## src/smc_pkg.sv

```systemverilog
/*
 smc_pkg: constants shared by the standby mode controller.
 assumes: a single 125 MHz clock, avalon-mm register access.
*/
package smc_pkg;
   // clock rate
   localparam int CLK_MHZ = 125;
   // register byte addresses
   localparam logic [7:0] ADDR_CTRL_ONE = 8'h38;
   localparam logic [7:0] ADDR_CTRL_TWO = 8'h3c;
   localparam logic [7:0] ADDR_TBASE = 8'h40;
   localparam logic [7:0] ADDR_STATUS = 8'h44;
   localparam logic [7:0] ADDR_COMMAND = 8'h48;
   // control one fields
   localparam int BIT_HALT = 7;
   localparam int BIT_WAKE_METHOD = 6;
   localparam int BIT_RETURN_MODE = 5;
   localparam int BIT_PORT_HOLD = 4;
   localparam int BIT_WARMUP_HI = 3;
   localparam int BIT_WARMUP_LO = 2;
   // control two fields
   localparam int BIT_FAST_OSC = 7;
   localparam int BIT_SLOW_OSC = 6;
   localparam int BIT_SYS_CLK = 5;
   localparam int BIT_DOZE = 4;
   localparam int BIT_GATE = 2;
   // time base control fields
   localparam int BIT_TB_ENABLE = 7;
   localparam int BIT_TB_IRQ_EN = 6;
   localparam int BIT_MASTER_IRQ = 5;
   localparam int BIT_TB_SRC_HI = 1;
   localparam int BIT_TB_SRC_LO = 0;
   // command register: bit 0 clears the time base irq latch
   localparam int BIT_CMD_IRQ_CLR = 0;
   // reset values
   localparam logic [7:0] RST_CTRL_ONE = 8'h00;
   localparam logic [7:0] RST_CTRL_TWO = 8'h80;
   localparam logic [7:0] RST_TBASE = 8'h00;
   // undefined low bits of control one read as this pattern
   localparam logic [1:0] CTRL_ONE_UNDEF = 2'h0;
   // warm-up lengths in oscillator periods per code, fast then slow
   localparam int WARM_CNT_W = 18;
   localparam logic [WARM_CNT_W-1:0] WARM_F00 = 18'h00c00; // 3 x 2^10
   localparam logic [WARM_CNT_W-1:0] WARM_F01 = 18'h10000; // 2^16
   localparam logic [WARM_CNT_W-1:0] WARM_F10 = 18'h0c000; // 3 x 2^14
   localparam logic [WARM_CNT_W-1:0] WARM_F11 = 18'h04000; // 2^14
   localparam logic [WARM_CNT_W-1:0] WARM_S00 = 18'h06000; // 3 x 2^13
   localparam logic [WARM_CNT_W-1:0] WARM_S01 = 18'h02000; // 2^13
   localparam logic [WARM_CNT_W-1:0] WARM_S10 = 18'h000c0; // 3 x 2^6
   localparam logic [WARM_CNT_W-1:0] WARM_S11 = 18'h00040; // 2^6
   // operating modes
   typedef enum logic [3:0] {
      SMC_FAST_RUN_SINGLE,
      SMC_FAST_RUN_DUAL,
      SMC_SLOW_RUN_DUAL,
      SMC_SLOW_RUN_LONE,
      SMC_FAST_DOZE_SINGLE,
      SMC_FAST_DOZE_DUAL,
      SMC_SLOW_DOZE_DUAL,
      SMC_SLOW_DOZE_LONE,
      SMC_FAST_GATE,
      SMC_SLOW_GATE_MODE,
      SMC_DEEP_HALT,
      SMC_WARMUP
   } smc_mode_e;
endpackage : smc_pkg

```

## src/smc_edge_sync.sv

```systemverilog
/*
 smc_edge_sync: two-flop synchroniser with rise and fall pulses.
 assumes: input is asynchronous to clk; outputs are in the clk domain.
*/
`timescale 1ns/1ps
`default_nettype none
module smc_edge_sync (
   // clock and reset
   input wire logic clk,
   input wire logic rst,
   // asynchronous input
   input wire logic async_in,
   // synchronised level and edges
   output logic level,
   output logic rise,
   output logic fall
);
   logic meta_reg;
   logic sync_reg;
   logic last_reg;

   // only sync_reg looks at meta_reg, so metastability never fans out
   always_ff @(posedge clk) begin
      if (rst) begin
         meta_reg <= 1'b0;
         sync_reg <= 1'b0;
         last_reg <= 1'b0;
      end else begin
         meta_reg <= async_in;
         sync_reg <= meta_reg;
         last_reg <= sync_reg;
      end
   end

   // edge pulses from the settled copies
   assign level = sync_reg;
   assign rise = sync_reg & ~last_reg;
   assign fall = ~sync_reg & last_reg;
endmodule : smc_edge_sync
`default_nettype wire

```

## src/smc_standby_ctrl.sv

```systemverilog
/*
 smc_standby_ctrl: operating mode controller with doze, gate and deep
 halt states, warm-up timing and an avalon-mm register slave.
 assumes: fast and slow oscillator ticks and the time base source clock
 arrive as pins and are synchronised here; the reset pin is seen as rst.
*/
// The Avalon-MM interface to the registers is this design's own decision.
`timescale 1ns/1ps
`default_nettype none
// Functional notes
// - fast dual doze: oscillators on, cpu/watchdog halted, returns fast dual
// - slow lone doze: only slow oscillator on, cpu halted, returns slow lone
// - in slow lone run and doze, divider stages one to six freeze
// - slow dual doze is like slow lone doze but fast oscillator runs
// - writing one to the gate bit enters gated mode; only time base clocked
// - gated mode ends on falling edge of the selected time base source
// - slow gated mode returns to slow lone run, fast gated mode to fast single run, whatever time base enable is
// - time base enabled at gate entry sets its irq latch after return
// - deep halt stops oscillators and holds all internal state
// - deep halt ends on wake pin, then warm-up, then resume
// - halt bit 7 of control one at 38h starts deep halt
// - wake method bit 6: zero edge, one level release
// - return mode bit 5: zero fast run, one slow lone run
// - port hold bit 4: zero ports high impedance, one ports driven
// - warm-up length from bits 3:2, separate fast and slow tables
// - reset during deep halt always comes up in fast single run
// - bits 0 and 1 of control one read undefined
// - port hold zero forces port inputs to zero during deep halt
// - shared wake pin goes high impedance in deep halt always
// - doze modes end on an interrupt request
// - release of gated mode clears the gate bit
// - release of a doze mode clears the doze bit
module smc_standby_ctrl
   import smc_pkg::*;
#(
   parameter int PORT_W = 8
) (
   // clock and reset
   input wire logic clk,
   input wire logic rst,
   // avalon-mm slave
   input wire logic [7:0] avs_address,
   input wire logic avs_read,
   input wire logic avs_write,
   input wire logic [31:0] avs_writedata,
   output logic [31:0] avs_readdata,
   output logic avs_waitrequest,
   // oscillator ticks and time base source clocks (pins)
   input wire logic fast_tick,
   input wire logic slow_tick,
   input wire logic [3:0] tbase_src_clk,
   // wake pin and interrupt requests
   input wire logic shared_wake_pin,
   input wire logic irq_request,
   // ports
   input wire logic [PORT_W-1:0] port_in_raw,
   output logic [PORT_W-1:0] port_in_gated,
   output logic port_oe_n,
   output logic wake_pin_oe_n,
   // clock controls
   output logic fast_osc_on,
   output logic slow_osc_on,
   output logic cpu_clk_en,
   output logic wdt_clk_en,
   output logic periph_clk_en,
   output logic tbase_clk_en,
   output logic divider_low_en,
   output logic sys_clk_slow,
   output logic tbase_irq
);
   import smc_pkg::*;

   smc_mode_e mode_reg;
   logic [7:0] ctrl_one_reg;
   logic [7:0] ctrl_two_reg;
   logic [7:0] tbase_reg;
   logic tb_armed_reg;
   logic irq_set_pending_reg;
   logic tbase_irq_reg;
   logic [WARM_CNT_W-1:0] warm_cnt_reg;
   logic warm_slow_reg;
   logic ack_reg;
   logic [31:0] rdata_reg;
   logic wake_lvl;
   logic wake_rise;
   logic tb_fall;
   logic fast_lvl;
   logic fast_rise;
   logic slow_rise;
   logic [3:0] tb_sync_lvl;
   logic [3:0] tb_sync_fall;
   logic wake_event;
   logic wr_ctrl_one;
   logic wr_ctrl_two;
   logic wr_tbase;
   logic wr_cmd;
   logic warm_tick;
   logic gate_exit;
   logic doze_exit;
   logic halt_exit;
   logic [WARM_CNT_W-1:0] warm_len;

   // synchronisers for the wake pin and both oscillator ticks
   smc_edge_sync u_wake (.clk(clk), .rst(rst), .async_in(shared_wake_pin),
      .level(wake_lvl), .rise(wake_rise), .fall());
   smc_edge_sync u_fast (.clk(clk), .rst(rst), .async_in(fast_tick),
      .level(fast_lvl), .rise(fast_rise), .fall());
   smc_edge_sync u_slow (.clk(clk), .rst(rst), .async_in(slow_tick),
      .level(), .rise(slow_rise), .fall());

   // one synchroniser per selectable time base source
   genvar gi;
   generate
      for (gi = 0; gi < 4; gi++) begin : g_tb
         smc_edge_sync u_tb (.clk(clk), .rst(rst),
            .async_in(tbase_src_clk[gi]), .level(tb_sync_lvl[gi]),
            .rise(), .fall(tb_sync_fall[gi]));
      end
   endgenerate

   // selected source falling edge
   assign tb_fall = tb_sync_fall[tbase_reg[BIT_TB_SRC_HI:BIT_TB_SRC_LO]];

   // writes land on the edge that completes the transfer (waitrequest low)
   assign wr_ctrl_one = avs_write & ack_reg & (avs_address == ADDR_CTRL_ONE);
   assign wr_ctrl_two = avs_write & ack_reg & (avs_address == ADDR_CTRL_TWO);
   assign wr_tbase = avs_write & ack_reg & (avs_address == ADDR_TBASE);
   assign wr_cmd = avs_write & ack_reg & (avs_address == ADDR_COMMAND);
   assign avs_waitrequest = (avs_read | avs_write) & ~ack_reg;

   // release conditions
   assign wake_event = ctrl_one_reg[BIT_WAKE_METHOD] ? wake_lvl
                                                     : wake_rise;
   assign gate_exit = (mode_reg == SMC_SLOW_GATE_MODE ||
                       mode_reg == SMC_FAST_GATE) && tb_fall;
   assign doze_exit = (mode_reg == SMC_FAST_DOZE_SINGLE ||
                       mode_reg == SMC_FAST_DOZE_DUAL ||
                       mode_reg == SMC_SLOW_DOZE_DUAL ||
                       mode_reg == SMC_SLOW_DOZE_LONE) && irq_request;
   assign halt_exit = (mode_reg == SMC_WARMUP) && warm_tick &&
                      (warm_cnt_reg == '0);

   // warm-up counts oscillator periods of the clock it returns on
   assign warm_tick = warm_slow_reg ? slow_rise : fast_rise;

   // warm-up length lookup
   always_comb begin
      case (ctrl_one_reg[BIT_WARMUP_HI:BIT_WARMUP_LO])
         2'h0: warm_len = ctrl_one_reg[BIT_RETURN_MODE] ? WARM_S00 : WARM_F00;
         2'h1: warm_len = ctrl_one_reg[BIT_RETURN_MODE] ? WARM_S01 : WARM_F01;
         2'h2: warm_len = ctrl_one_reg[BIT_RETURN_MODE] ? WARM_S10 : WARM_F10;
         default: warm_len = ctrl_one_reg[BIT_RETURN_MODE] ? WARM_S11
                                                           : WARM_F11;
      endcase
   end

   // control one: halt bit self-clears when the warm-up ends
   always_ff @(posedge clk) begin
      if (rst) begin
         ctrl_one_reg <= RST_CTRL_ONE;
      end else if (wr_ctrl_one) begin
         ctrl_one_reg <= {avs_writedata[7:2], 2'h0};
      end else if (halt_exit) begin
         ctrl_one_reg[BIT_HALT] <= 1'b0;
      end
   end

   // control two: doze and gate bits clear on release; release wins
   always_ff @(posedge clk) begin
      if (rst) begin
         ctrl_two_reg <= RST_CTRL_TWO;
      end else begin
         if (wr_ctrl_two) begin
            ctrl_two_reg <= avs_writedata[7:0];
         end
         if (gate_exit) begin
            ctrl_two_reg[BIT_GATE] <= 1'b0;
         end
         if (doze_exit) begin
            ctrl_two_reg[BIT_DOZE] <= 1'b0;
         end
      end
   end

   // time base control
   always_ff @(posedge clk) begin
      if (rst) begin
         tbase_reg <= RST_TBASE;
      end else if (wr_tbase) begin
         tbase_reg <= avs_writedata[7:0];
      end
   end

   // mode sequencer
   always_ff @(posedge clk) begin
      if (rst) begin
         mode_reg <= SMC_FAST_RUN_SINGLE;
         warm_cnt_reg <= '0;
         warm_slow_reg <= 1'b0;
         tb_armed_reg <= 1'b0;
      end else begin
         case (mode_reg)
            SMC_FAST_RUN_SINGLE, SMC_FAST_RUN_DUAL, SMC_SLOW_RUN_DUAL,
            SMC_SLOW_RUN_LONE: begin
               if (ctrl_one_reg[BIT_HALT]) begin
                  mode_reg <= SMC_DEEP_HALT;
               end else if (ctrl_two_reg[BIT_GATE]) begin
                  tb_armed_reg <= tbase_reg[BIT_TB_ENABLE];
                  mode_reg <= ctrl_two_reg[BIT_SYS_CLK] ? SMC_SLOW_GATE_MODE
                                                        : SMC_FAST_GATE;
               end else if (ctrl_two_reg[BIT_DOZE]) begin
                  case (mode_reg)
                     SMC_FAST_RUN_SINGLE: mode_reg <= SMC_FAST_DOZE_SINGLE;
                     SMC_FAST_RUN_DUAL: mode_reg <= SMC_FAST_DOZE_DUAL;
                     SMC_SLOW_RUN_DUAL: mode_reg <= SMC_SLOW_DOZE_DUAL;
                     default: mode_reg <= SMC_SLOW_DOZE_LONE;
                  endcase
               end else if (ctrl_two_reg[BIT_SYS_CLK]) begin
                  mode_reg <= ctrl_two_reg[BIT_FAST_OSC] ? SMC_SLOW_RUN_DUAL
                                                         : SMC_SLOW_RUN_LONE;
               end else begin
                  mode_reg <= ctrl_two_reg[BIT_SLOW_OSC] ? SMC_FAST_RUN_DUAL
                                                         : SMC_FAST_RUN_SINGLE;
               end
            end
            SMC_FAST_DOZE_SINGLE: begin
               if (doze_exit) mode_reg <= SMC_FAST_RUN_SINGLE;
            end
            SMC_FAST_DOZE_DUAL: begin
               if (doze_exit) mode_reg <= SMC_FAST_RUN_DUAL;
            end
            SMC_SLOW_DOZE_DUAL: begin
               if (doze_exit) mode_reg <= SMC_SLOW_RUN_DUAL;
            end
            SMC_SLOW_DOZE_LONE: begin
               if (doze_exit) mode_reg <= SMC_SLOW_RUN_LONE;
            end
            SMC_FAST_GATE: begin
               if (gate_exit) mode_reg <= SMC_FAST_RUN_SINGLE;
            end
            SMC_SLOW_GATE_MODE: begin
               if (gate_exit) mode_reg <= SMC_SLOW_RUN_LONE;
            end
            SMC_DEEP_HALT: begin
               if (wake_event) begin
                  warm_cnt_reg <= warm_len - 18'h1;
                  warm_slow_reg <= ctrl_one_reg[BIT_RETURN_MODE];
                  mode_reg <= SMC_WARMUP;
               end
            end
            SMC_WARMUP: begin
               if (warm_tick) begin
                  if (warm_cnt_reg == '0) begin
                     mode_reg <= warm_slow_reg ? SMC_SLOW_RUN_LONE
                               : (ctrl_two_reg[BIT_SLOW_OSC]
                                  ? SMC_FAST_RUN_DUAL : SMC_FAST_RUN_SINGLE);
                  end else begin
                     warm_cnt_reg <= warm_cnt_reg - 18'h1;
                  end
               end
            end
            default: mode_reg <= SMC_FAST_RUN_SINGLE;
         endcase
      end
   end

   // time base irq latch: hardware set wins over software clear
   always_ff @(posedge clk) begin
      if (rst) begin
         irq_set_pending_reg <= 1'b0;
         tbase_irq_reg <= 1'b0;
      end else begin
         irq_set_pending_reg <= gate_exit & tb_armed_reg;
         if (irq_set_pending_reg) begin
            tbase_irq_reg <= 1'b1;
         end else if (wr_cmd && avs_writedata[BIT_CMD_IRQ_CLR]) begin
            tbase_irq_reg <= 1'b0;
         end
      end
   end

   // serviced only when both enables are set
   assign tbase_irq = tbase_irq_reg & tbase_reg[BIT_TB_IRQ_EN] &
                      tbase_reg[BIT_MASTER_IRQ];

   // bus answer one cycle after the request appears
   always_ff @(posedge clk) begin
      if (rst) begin
         ack_reg <= 1'b0;
         rdata_reg <= '0;
      end else begin
         ack_reg <= (avs_read | avs_write) & ~ack_reg;
         if (avs_read && !ack_reg) begin
            case (avs_address)
               ADDR_CTRL_ONE: rdata_reg <= {24'h0, ctrl_one_reg[7:2],
                                            CTRL_ONE_UNDEF};
               ADDR_CTRL_TWO: rdata_reg <= {24'h0, ctrl_two_reg};
               ADDR_TBASE: rdata_reg <= {24'h0, tbase_reg};
               ADDR_STATUS: rdata_reg <= {23'h0, tbase_irq_reg,
                                          3'h0, tb_sync_lvl[0],
                                          mode_reg};
               default: rdata_reg <= 32'h0;
            endcase
         end
      end
   end
   assign avs_readdata = rdata_reg;

   // clock enables per mode; divider low stages freeze in slow lone modes
   always_comb begin
      fast_osc_on = 1'b1;
      slow_osc_on = ctrl_two_reg[BIT_SLOW_OSC];
      cpu_clk_en = 1'b0;
      periph_clk_en = 1'b1;
      tbase_clk_en = 1'b1;
      divider_low_en = 1'b1;
      sys_clk_slow = 1'b0;
      case (mode_reg)
         SMC_FAST_RUN_SINGLE, SMC_FAST_RUN_DUAL: cpu_clk_en = 1'b1;
         SMC_SLOW_RUN_DUAL: begin
            cpu_clk_en = 1'b1;
            sys_clk_slow = 1'b1;
         end
         SMC_SLOW_RUN_LONE, SMC_SLOW_DOZE_LONE: begin
            cpu_clk_en = (mode_reg == SMC_SLOW_RUN_LONE);
            fast_osc_on = 1'b0;
            divider_low_en = 1'b0;
            sys_clk_slow = 1'b1;
         end
         SMC_SLOW_DOZE_DUAL: sys_clk_slow = 1'b1;
         SMC_FAST_GATE, SMC_SLOW_GATE_MODE: begin
            periph_clk_en = 1'b0;
            sys_clk_slow = (mode_reg == SMC_SLOW_GATE_MODE);
         end
         SMC_DEEP_HALT: begin
            fast_osc_on = 1'b0;
            slow_osc_on = 1'b0;
            periph_clk_en = 1'b0;
            tbase_clk_en = 1'b0;
            divider_low_en = 1'b0;
         end
         SMC_WARMUP: begin
            fast_osc_on = ~warm_slow_reg | ctrl_two_reg[BIT_FAST_OSC];
            slow_osc_on = warm_slow_reg | ctrl_two_reg[BIT_SLOW_OSC];
            periph_clk_en = 1'b0;
            tbase_clk_en = 1'b0;
         end
         default: cpu_clk_en = 1'b0;
      endcase
   end
   assign wdt_clk_en = cpu_clk_en;

   // ports float or hold during halt and warm-up; wake pin always floats
   wire in_halt = (mode_reg == SMC_DEEP_HALT) || (mode_reg == SMC_WARMUP);
   assign port_oe_n = in_halt & ~ctrl_one_reg[BIT_PORT_HOLD];
   assign wake_pin_oe_n = in_halt;
   assign port_in_gated = port_oe_n ? '0 : port_in_raw;

   // assertions
   a_gate_ends_slow: assert property (@(posedge clk) disable iff (rst)
      (mode_reg == SMC_SLOW_GATE_MODE && tb_fall) |=>
      mode_reg == SMC_SLOW_RUN_LONE && !ctrl_two_reg[BIT_GATE])
      else $error("gated mode did not return to slow lone run");
   a_irq_after_gate: assert property (@(posedge clk) disable iff (rst)
      (gate_exit && tb_armed_reg) |-> ##2 tbase_irq_reg)
      else $error("time base irq latch not set after gated mode");
   a_halt_osc_off: assert property (@(posedge clk) disable iff (rst)
      mode_reg == SMC_DEEP_HALT |-> !fast_osc_on && !slow_osc_on)
      else $error("oscillator running in deep halt");
   a_halt_entry: assert property (@(posedge clk) disable iff (rst)
      (ctrl_one_reg[BIT_HALT] && mode_reg == SMC_FAST_RUN_SINGLE)
      |=> mode_reg == SMC_DEEP_HALT)
      else $error("halt bit did not start deep halt");
   a_slow_return: assert property (@(posedge clk) disable iff (rst)
      (halt_exit && warm_slow_reg) |=> mode_reg == SMC_SLOW_RUN_LONE)
      else $error("wrong mode after warm-up");
   a_wake_pin_float: assert property (@(posedge clk) disable iff (rst)
      $rose(in_halt) |-> wake_pin_oe_n && (port_oe_n ==
      !ctrl_one_reg[BIT_PORT_HOLD]))
      else $error("pin drive wrong in deep halt");
   a_doze_clear: assert property (@(posedge clk) disable iff (rst)
      doze_exit |=> !ctrl_two_reg[BIT_DOZE] && cpu_clk_en)
      else $error("doze release did not clear doze bit");
   a_divider_freeze: assert property (@(posedge clk) disable iff (rst)
      mode_reg == SMC_SLOW_DOZE_LONE |-> !divider_low_en && !cpu_clk_en)
      else $error("divider low stages run in slow lone doze");
endmodule : smc_standby_ctrl
`default_nettype wire

```

## config.mk

```make
export PLATFORM = sky130hd
export DESIGN_NAME = smc_standby_ctrl
export DESIGN_NICKNAME = d
export VERILOG_FILES = /design/src/smc_pkg.sv /design/src/smc_edge_sync.sv /design/src/smc_standby_ctrl.sv
export SDC_FILE = /design/constraint.sdc
export NUM_CORES = 1
export LEC_CHECK = 0
export BUFFER_PORTS_ARGS = -buffer_cell sky130_fd_sc_hd__buf_2
export CORE_UTILIZATION = 40
export CTS_CLUSTER_SIZE = 30
export DETAILED_ROUTE_END_ITERATION = 12
export PLACE_DENSITY = 0.62
export SLEW_MARGIN = 20
export SYNTH_ARGS = -nofsm -noshare
export SYNTH_HDL_FRONTEND = slang
export SYNTH_HIERARCHICAL = 1
export SYNTH_SLANG_ARGS = --single-unit
```

## constraint.sdc

```tcl
create_clock -name clk -period 2.9 [get_ports clk]
set_input_delay 0.435 -clock clk [delete_from_list [all_inputs] [get_ports clk]]
set_output_delay 0.435 -clock clk [all_outputs]
set_load 0.01 [all_outputs]
```

==> flow_metrics.env, run 1 <==
export IMPL_status="complete, no violations"
export IMPL_slowest_delay_ps=540
export IMPL_largest_reg_flops=18
export IMPL_die_area_sq_um=10400
export IMPL_cts_max_path_buffers=2
export IMPL_die_w_microns=102
export IMPL_peakVddDrop_v=0.000302
export IMPL_grt_usage_pct=19.5
export IMPL_hold_ws_ps=283
export IMPL_critPathMaxFanout=11
export IMPL_tightestPinTransition_ps=690
export IMPL_end_kind="flip-flop"
export IMPL_drive_gt1_share_pct=19.7
export IMPL_setup_tns_ps=0
export IMPL_period_minus_slack_ps=2490
export IMPL_arrival_ps=2730
export IMPL_firstDrtPassIters=5
export IMPL_path_cells="nand2b_1 > nor2_1 > nand2_1 > ha_1 > o211ai_1 > a2111oi_1 > nor4b_1 > a311o_1"
export IMPL_core_area_sq_um=9730
export IMPL_vias_per_cell=5.33
export IMPL_power_leakage_nw=1.89
export IMPL_fill_cells=964
export IMPL_cp_required_ps=3140
export IMPL_syn_avg_cell_area_sq_um=8.53
export IMPL_htree_levels=3
export IMPL_nets=591
export IMPL_drc_errors=0
export IMPL_wl_mm=9.60
export IMPL_finalWeightedCongestion=0.844
export IMPL_yosys_warnings=6
export IMPL_cts_tree="built"
export IMPL_fin_ws_ps=411
export IMPL_finalNonFillerCells=667
export IMPL_synthCells=468
export IMPL_setup_violations=0
export IMPL_slowest_stage="dfxtp_1"
export IMPL_worstSetupPathType="flip-flop to flip-flop"
export IMPL_critPathLaunchType="flip-flop"
export IMPL_ctsResizeCount=0
export IMPL_grt_ovfl_total=0
export IMPL_fin_skew_ps=15.1
export IMPL_hpwlAfterDp_mm=7.04
export IMPL_num_vias=3556
export IMPL_pin_count=112
export IMPL_cts_sinks=79
export IMPL_drt_initial_drc_count=176
export IMPL_crit_family="compound AO/OA/AOI/OAI gates"
export IMPL_fmax_mhz=402
export IMPL_final_antenna_net_count=0
export IMPL_hp_class="input pin to flip-flop"
export IMPL_postCtsSetupBuffers=0
export IMPL_antenna_found_initial=0
export IMPL_diodes=0
export IMPL_dpl_instance_area_sq_um=4380
export IMPL_ctsHoldBuffers=0
export IMPL_syn_area_sq_um=3990
export IMPL_maxSlewHeadroom_pct=53.7
export IMPL_numCtsBuffers=9
export IMPL_fin_crit_sh_pct=85.8
export IMPL_numPortBuffers=64
export IMPL_finalHoldViolCount=0
export IMPL_root_buffer="clkbuf_8"
export IMPL_grt_pass1_vias=3168
export IMPL_pre_cts_slack_ps=413
export IMPL_die_y_microns=102
export IMPL_rows=36
export IMPL_wl_per_cell_microns=14.4
export IMPL_clock_latency_ps=360
export IMPL_rsz0062_at_grt="no"
export IMPL_finalMaxSlewViolations=0
export IMPL_grt_pass1_wl_mm=15.6
export IMPL_clk_pin_slew_ps=90
export IMPL_fin_area_sq_um=4560
export IMPL_grt_max_degree=43
export IMPL_start_util_pct=41.0
export IMPL_path_buf_inv=0
export IMPL_maxCapViolations=0
export IMPL_place_inst=652
export IMPL_power_density_nw_per_um2=445
export IMPL_syn2layout_area_growth_pct=14.3
-- metal layers --
metal	track usage (%)	vias up	wire length, microns
met5	0	-	0
met4	7.25	0	126
li1	-	1754	-
met2	29.9	120	4230
met1	26.2	1672	4680
met3	5.34	10	558
-- path summary, 6_finish.rpt --
kind	startpoint	endpoint	slack, ps	cells past startpoint
worst max-delay path	mode_reg[2]	warm_cnt_reg[16]	410	8
worst min register to register	u_wake/meta_reg	u_wake/level	440	1
worst min-delay path	fast_tick	u_fast/meta_reg	280	2
worst max register to register	mode_reg[2]	warm_cnt_reg[16]	410	8
-- worst reg2reg max path: stages, from the launching register on --
cell,delay [ps]
dfxtp_1,540
nand2b_1,180
nor2_1,70
nand2_1,70
ha_1,380
o211ai_1,220
a2111oi_1,470
nor4b_1,100
a311o_1,320
-- layout make-up --
| type | instances | area, sq um | share of cell area (%) |
|---|---|---|---|
| multi-input cells | 349 | 2150 | 47.1 |
| flip-flops and latches | 79 | 1580 | 34.7 |
| repair buffers | 81 | 448 | 9.82 |
| well taps | 133 | 166 | 3.65 |
| clock buffers | 10 | 138 | 3.02 |
| clock inverters | 5 | 42.5 | 0.933 |
| inverters | 10 | 37.5 | 0.823 |
-- layout by cell type, fill, tap and decap left out, types with 8 or more instances in the layout --
| cell type | instances |
|---|---|
| a211oi_1 | 8 |
| a21oi_1 | 23 |
| buf_2 | 64 |
| buf_4 | 17 |
| clkbuf_8 | 10 |
| conb_1 | 23 |
| dfxtp_1 | 79 |
| inv_1 | 10 |
| mux2i_1 | 29 |
| nand2_1 | 24 |
| nor2_1 | 63 |
| nor2b_1 | 38 |
| nor3_1 | 17 |
| o21ai_0 | 16 |
-- power by group --
group | internal [W] | switching, W | leakage, nW
Clock | 0.000338 | 0.000419 | 0.0893
Sequential | 0.00110 | 0.0000112 | 0.640
Combinational | 0.0000642 | 0.0000963 | 1.16
Total | 0.00150 | 0.000527 | 1.89
-- stage by stage --
stage	util, %	total power (W)
after floorplan	-	0.00126
final	46.9	0.00203
after CTS	46.9	0.00205
after global routing	46.9	0.00213
after detailed placement	45.0	0.00130
after global placement	45.0	0.00130
No activity file was read; power rests on OpenSTA's default activity.
==> run 2: changes to the inputs <==
--- a/config.mk
+++ b/config.mk
@@ -6,10 +6,11 @@
 export NUM_CORES = 1
 export LEC_CHECK = 0
 export BUFFER_PORTS_ARGS = -buffer_cell sky130_fd_sc_hd__buf_2
+export CORE_ASPECT_RATIO = 1.2
 export CORE_UTILIZATION = 40
 export CTS_CLUSTER_SIZE = 30
 export DETAILED_ROUTE_END_ITERATION = 12
-export PLACE_DENSITY = 0.62
+export PLACE_DENSITY_LB_ADDON = 0.2
 export SLEW_MARGIN = 20
 export SYNTH_ARGS = -nofsm -noshare
 export SYNTH_HDL_FRONTEND = slang
==> run 2 against run 1 <==
Largest power group is now the clock network. Power grew 25%. Die area is essentially flat. Clock skew shrank 3.9 ps. Fmax grew 0.11%. Via count grew 0.53%. Final cell count shrank 1.3%. Critical endpoint unchanged.
==> flow_metrics.env, run 2 (synthesis results as in run 1) <==
export IMPL_rrSetupSlack_ps=410
export IMPL_crit_family="simple AND/OR/NAND/NOR gates"
export IMPL_combPwrFrac_pct=6.4
export IMPL_cp_depth=5
export IMPL_cts_max_path_buffers=2
export IMPL_swShare_pct=23.2
export IMPL_hold_depth=2
export IMPL_arrival_ps=2710
export IMPL_finalHoldViolCount=0
export IMPL_multi_input_area_sq_um=2150
export IMPL_root_buffer="clkbuf_16"
export IMPL_fin_skew_ps=11.2
export IMPL_drive_gt1_share_pct=19.8
export IMPL_final_cell_mix="dfxtp_1 (79), buf_2 (64), nor2_1 (63)"
export IMPL_cp_required_ps=3120
export IMPL_final_antenna_net_count=0
export IMPL_num_vias=3575
export IMPL_syn2layout_area_growth_pct=17.9
export IMPL_cts_tree="built"
export IMPL_wl_met1_mm=4.38
export IMPL_ctsHoldBuffers=0
export IMPL_ctsResizeCount=0
export IMPL_firstDrtPassIters=6
export IMPL_drt_initial_drc_count=190
export IMPL_path_cells="or4_1 > nand4b_1 > o22ai_2 > nor4b_1 > a311o_1"
export IMPL_wl_mm=10.1
export IMPL_power_leakage_nw=1.96
export IMPL_maxSlewHeadroom_pct=53.9
export IMPL_htree_levels=3
export IMPL_finalMaxSlewViolations=0
export IMPL_vias_per_cell=5.43
export IMPL_dpl_instance_area_sq_um=4370
export IMPL_fmax_mhz=402
export IMPL_tightestPinTransition_ps=691
export IMPL_rsz0062_at_grt="no"
export IMPL_top_layer="met4"
export IMPL_numPortBuffers=64
export IMPL_power_density_nw_per_um2=541
export IMPL_p_seq_share_pct=43.7
export IMPL_antenna_found_initial=0
export IMPL_clock_power_share_pct=49.9
export IMPL_period_minus_slack_ps=2490
export IMPL_hp_class="input pin to flip-flop"
export IMPL_finalWeightedCongestion=0.868
export IMPL_pin_count=112
export IMPL_maxCapViolations=0
export IMPL_seq_area_sq_um=1580
export IMPL_setup_tns_ps=0
export IMPL_rows=39
export IMPL_hpwlAfterDp_mm=7.17
export IMPL_critPathMaxFanout=16
export IMPL_dr_wl_met3_microns=482
export IMPL_nets=591
export IMPL_met2_length_mm=5.02
export IMPL_grt_ovfl_total=0
export IMPL_fin_crit_sh_pct=85.7
export IMPL_clock_latency_ps=340
export IMPL_grt_pass1_vias=3406
export IMPL_die_area_sq_um=10400
export IMPL_numCtsBuffers=9
export IMPL_end_kind="flip-flop"
export IMPL_grt_pass1_wl_mm=16.7
export IMPL_drc_errors=0
export IMPL_core_area_sq_um=9610
export IMPL_clk_pin_slew_ps=60
export IMPL_final_common_cell="dfxtp_1"
export IMPL_die_y_microns=111
export IMPL_fill_cells=960
export IMPL_worstSetupPathType="flip-flop to flip-flop"
export IMPL_path_buf_inv=0
export IMPL_peakVddDrop_v=0.000390
export IMPL_critPathLaunchType="flip-flop"
export IMPL_postCtsSetupBuffers=0
export IMPL_fin_area_sq_um=4710
export IMPL_setup_violations=0
export IMPL_rr_worst_depth=5
export IMPL_slowest_stage="o22ai_2"
export IMPL_p_switching_w=0.000590
export IMPL_grt_max_degree=30
export IMPL_diodes=0
export IMPL_start_util_pct=41.5
export IMPL_largest_reg_flops=18
export IMPL_grt_usage_pct=20.6
export IMPL_internal_power_w=0.00196
export IMPL_wl_per_cell_microns=15.3
export IMPL_cts_sinks=79
export IMPL_slowest_delay_ps=600
export IMPL_die_w_microns=93.2
export IMPL_status="complete, no violations"
[run 2: changes by cell type in the layout (fill, tap and decap cells not counted)]
cell / previous run / this run
inv_8: 0 / 1
clkinvlp_4: 1 / 0
clkinv_4: 2 / 1
clkbuf_16: 0 / 9
bufinv_16: 0 / 2
clkbuf_8: 10 / 1
[run 2: power by group through the flow]
| stage | combinational [W] | clock [W] | sequential (W) |
|---|---|---|---|
| after CTS | 0.000161 | 0.00130 | 0.00111 |
| final | 0.000162 | 0.00127 | 0.00111 |
| after global routing | 0.000179 | 0.00135 | 0.00111 |
| after detailed placement | 0.000161 | 0 | 0.00114 |
| after floorplan | 0.000129 | 0 | 0.00113 |
| after global placement | 0.000158 | 0 | 0.00114 |
[run 2: area by class of cell]
type                       instances  area share [%]
multi-input combinational        349            45.7
sequential                        79            33.6
timing repair buffer              81            9.52
clock buffer                      10            5.08
tap                              123            3.27
clock inverter                     6            2.07
inverter                          10           0.798
[run 2: stage by stage]
| step | power, W | utilization, % | std cells | setup slack, ps | hold slack [ps] |
|---|---|---|---|---|---|
| floorplan | 0.00126 | - | 490 | 171 | 413 |
| global placement | 0.00129 | 45.5 | 642 | 469 | 416 |
| detailed placement | 0.00130 | 45.5 | 642 | 445 | 427 |
| CTS | 0.00257 | 49.0 | 658 | 418 | 288 |
| global route | 0.00264 | 49.0 | 658 | 240 | 301 |
| finish | 0.00255 | 49.0 | 658 | 413 | 302 |
[run 2: worst paths after layout]
| check | start | end |
|---|---|---|
| max | warm_cnt_reg[8] | warm_cnt_reg[16] |
| min | tbase_src_clk[1] | g_tb[1].u_tb/meta_reg |
| max reg2reg | warm_cnt_reg[8] | warm_cnt_reg[16] |
| min reg2reg | g_tb[1].u_tb/meta_reg | g_tb[1].u_tb/level |
[run 2: per-layer routing]
metal  vias to the layer above  global-route usage [%]
met4                         0                    8.72
met1                      1694                    25.8
met2                       104                    34.1
li1                       1759                       -
met5                         -                       0
met3                        18                    4.44
==> run 3: changes to the inputs <==
--- a/config.mk
+++ b/config.mk
@@ -7,7 +7,7 @@
 export LEC_CHECK = 0
 export BUFFER_PORTS_ARGS = -buffer_cell sky130_fd_sc_hd__buf_2
 export CORE_ASPECT_RATIO = 1.2
-export CORE_UTILIZATION = 40
+export CORE_UTILIZATION = 45
 export CTS_CLUSTER_SIZE = 30
 export DETAILED_ROUTE_END_ITERATION = 12
 export PLACE_DENSITY_LB_ADDON = 0.2
==> run 3 against run 2 <==
First-iteration DRC count decreased by 9.5%. Sequential share of layout area increased by 1.0 points. Via count increased by 1.1%. Routed wire length decreased by 0.16%. Clock-buffer cell count decreased by 1. Global-route usage increased by 2.4 points. Fmax decreased by 5.3%. Non-clock buffer count decreased by 2. Register-to-register slack got worse by 20 ps. Power decreased by 15%.
==> flow_metrics.env, run 3 (synthesis results as in run 1) <==
export IMPL_cts_tree="built"
export IMPL_hp_class="input pin to flip-flop"
export IMPL_start_util_pct=46.3
export IMPL_final_cell_mix="dfxtp_1 (79), buf_2 (64), nor2_1 (63)"
export IMPL_end_kind="primary output"
export IMPL_numCtsBuffers=9
export IMPL_hpwlAfterDp_mm=7.17
export IMPL_rows=37
export IMPL_slowest_stage="dfxtp_1"
export IMPL_cts_sinks=79
export IMPL_fin_skew_ps=8.13
export IMPL_pin_count=112
export IMPL_nets=589
export IMPL_largest_reg_flops=18
export IMPL_rrSetupSlack_ps=390
export IMPL_setup_violations=0
export IMPL_final_antenna_net_count=0
export IMPL_vias_per_cell=5.56
export IMPL_cp_required_ps=2470
export IMPL_slowest_delay_ps=500
export IMPL_fin_crit_sh_pct=90.5
export IMPL_grt_pass1_vias=3384
export IMPL_numPortBuffers=64
export IMPL_fin_ws_ps=275
export IMPL_critPathLaunchType="flip-flop"
export IMPL_power_leakage_nw=1.90
export IMPL_drive_gt1_share_pct=19.5
export IMPL_antenna_found_initial=0
export IMPL_power_density_nw_per_um2=471
export IMPL_rsz0062_at_grt="no"
export IMPL_path_buf_inv=4
export IMPL_arrival_ps=2190
export IMPL_grt_max_degree=39
export IMPL_hold_depth=2
export IMPL_die_area_sq_um=9250
export IMPL_firstDrtPassIters=5
export IMPL_pre_cts_slack_ps=421
export IMPL_drc_errors=0
export IMPL_hold_ws_ps=273
export IMPL_wl_mm=10.1
export IMPL_path_cells="buf_4 > nand2b_1 > buf_4 > nor2_1 > inv_1 > nor2_1 > nor2b_1 > buf_2"
export IMPL_tightestPinTransition_ps=721
export IMPL_core_area_sq_um=8610
export IMPL_rr_worst_depth=6
export IMPL_diodes=0
export IMPL_post_route_util_pct=53.1
export IMPL_wl_per_cell_microns=15.5
export IMPL_final_common_cell="dfxtp_1"
export IMPL_top_layer="met4"
export IMPL_crit_family="simple AND/OR/NAND/NOR gates"
export IMPL_postCtsSetupBuffers=0
export IMPL_place_inst=634
export IMPL_period_minus_slack_ps=2620
export IMPL_die_w_microns=88.0
export IMPL_worstSetupPathType="flip-flop to primary output"
export IMPL_ctsResizeCount=0
export IMPL_reg2reg_from="warm_cnt_reg[8]"
export IMPL_fmax_mhz=381
export IMPL_htree_levels=3
export IMPL_maxCapViolations=0
export IMPL_drt_initial_drc_count=172
export IMPL_setup_tns_ps=0
export IMPL_ctsHoldBuffers=0
export IMPL_root_buffer="clkbuf_8"
export IMPL_fill_cells=895
export IMPL_grt_usage_pct=23.0
export IMPL_peakVddDrop_v=0.000307
export IMPL_cts_max_path_buffers=2
export IMPL_grt_ovfl_total=0
export IMPL_hold_path_startpoint="shared_wake_pin"
export IMPL_clock_latency_ps=360
export IMPL_status="complete, no violations"
export IMPL_clk_pin_slew_ps=90
export IMPL_wl_met1_mm=4.33
export IMPL_critPathMaxFanout=9
export IMPL_dr_wl_met3_microns=414
export IMPL_met2_length_mm=5.19
export IMPL_maxSlewHeadroom_pct=51.6
export IMPL_finalWeightedCongestion=0.857
export IMPL_num_vias=3616
export IMPL_grt_pass1_wl_mm=16.6
export IMPL_r2r_end="warm_cnt_reg[10]"
export IMPL_syn2layout_area_growth_pct=14.5
export IMPL_hold_path_end="u_wake/meta_reg"
export IMPL_die_y_microns=105
export IMPL_finalHoldViolCount=0
export IMPL_finalNonFillerCells=650
export IMPL_finalMaxSlewViolations=0
-- run 3: cell types whose count changed in the layout (fill, tap and decap cells not counted) --
| cell | previous run | this run |
|---|---|---|
| inv_6 | 2 | 4 |
| buf_4 | 17 | 14 |
| bufinv_16 | 2 | 1 |
| buf_12 | 0 | 1 |
| clkbuf_8 | 1 | 9 |
| clkbuf_16 | 9 | 0 |
-- run 3: through the flow --
step                      area (sq um)  power (W)
after global routing              4570    0.00223
final                             4570    0.00215
after floorplan                   4070    0.00126
after detailed placement          4360    0.00130
after global placement            4360    0.00129
after CTS                         4570    0.00217
-- run 3: worst max path at each step --
stage / startpoint / to / slack, ps / cells after the start
floorplan: mode_reg[3] / warm_cnt_reg[16] / 170 / 11
global placement: warm_cnt_reg[8] / warm_cnt_reg[10] / 430 / 6
detailed placement: warm_cnt_reg[8] / warm_cnt_reg[10] / 420 / 6
CTS: mode_reg[3] / port_in_gated[4] / 260 / 8
global route: mode_reg[3] / port_in_gated[0] / 20 / 8
finish: mode_reg[3] / port_in_gated[4] / 280 / 8
-- run 3: cell type report --
cell class	instances	area (sq um)	area share [%]
clock buffer	9	124	2.71
clock inverter	7	85.1	1.86
inverter	10	37.5	0.822
multi-input combinational	349	2150	47.0
sequential	79	1580	34.6
tap	117	146	3.20
timing repair buffer	79	445	9.75
-- run 3: worst register-to-register path, delay by kind of cell (launching register included) --
| family | cells | cell delay (ps) |
|---|---|---|
| buffers and inverters | 1 | 260 |
| and+or+nand+nor | 2 | 890 |
| AOI/OAI and AO/OA | 3 | 880 |
| DFF | 1 | 380 |
-- run 3: report_power, final --
| part | internal [W] | switching (W) | leakage, nW | total (W) |
|---|---|---|---|---|
| Sequential | 0.00110 | 0.0000112 | 0.640 | 0.00111 |
| Combinational | 0.0000650 | 0.0000975 | 1.15 | 0.000163 |
| Clock | 0.000418 | 0.000460 | 0.107 | 0.000877 |
-- run 3: routing by layer --
layer	GRT usage, %	up-vias
met5	0	-
met2	39.3	111
met3	3.24	9
li1	-	1751
met4	7.96	0
met1	29.1	1745
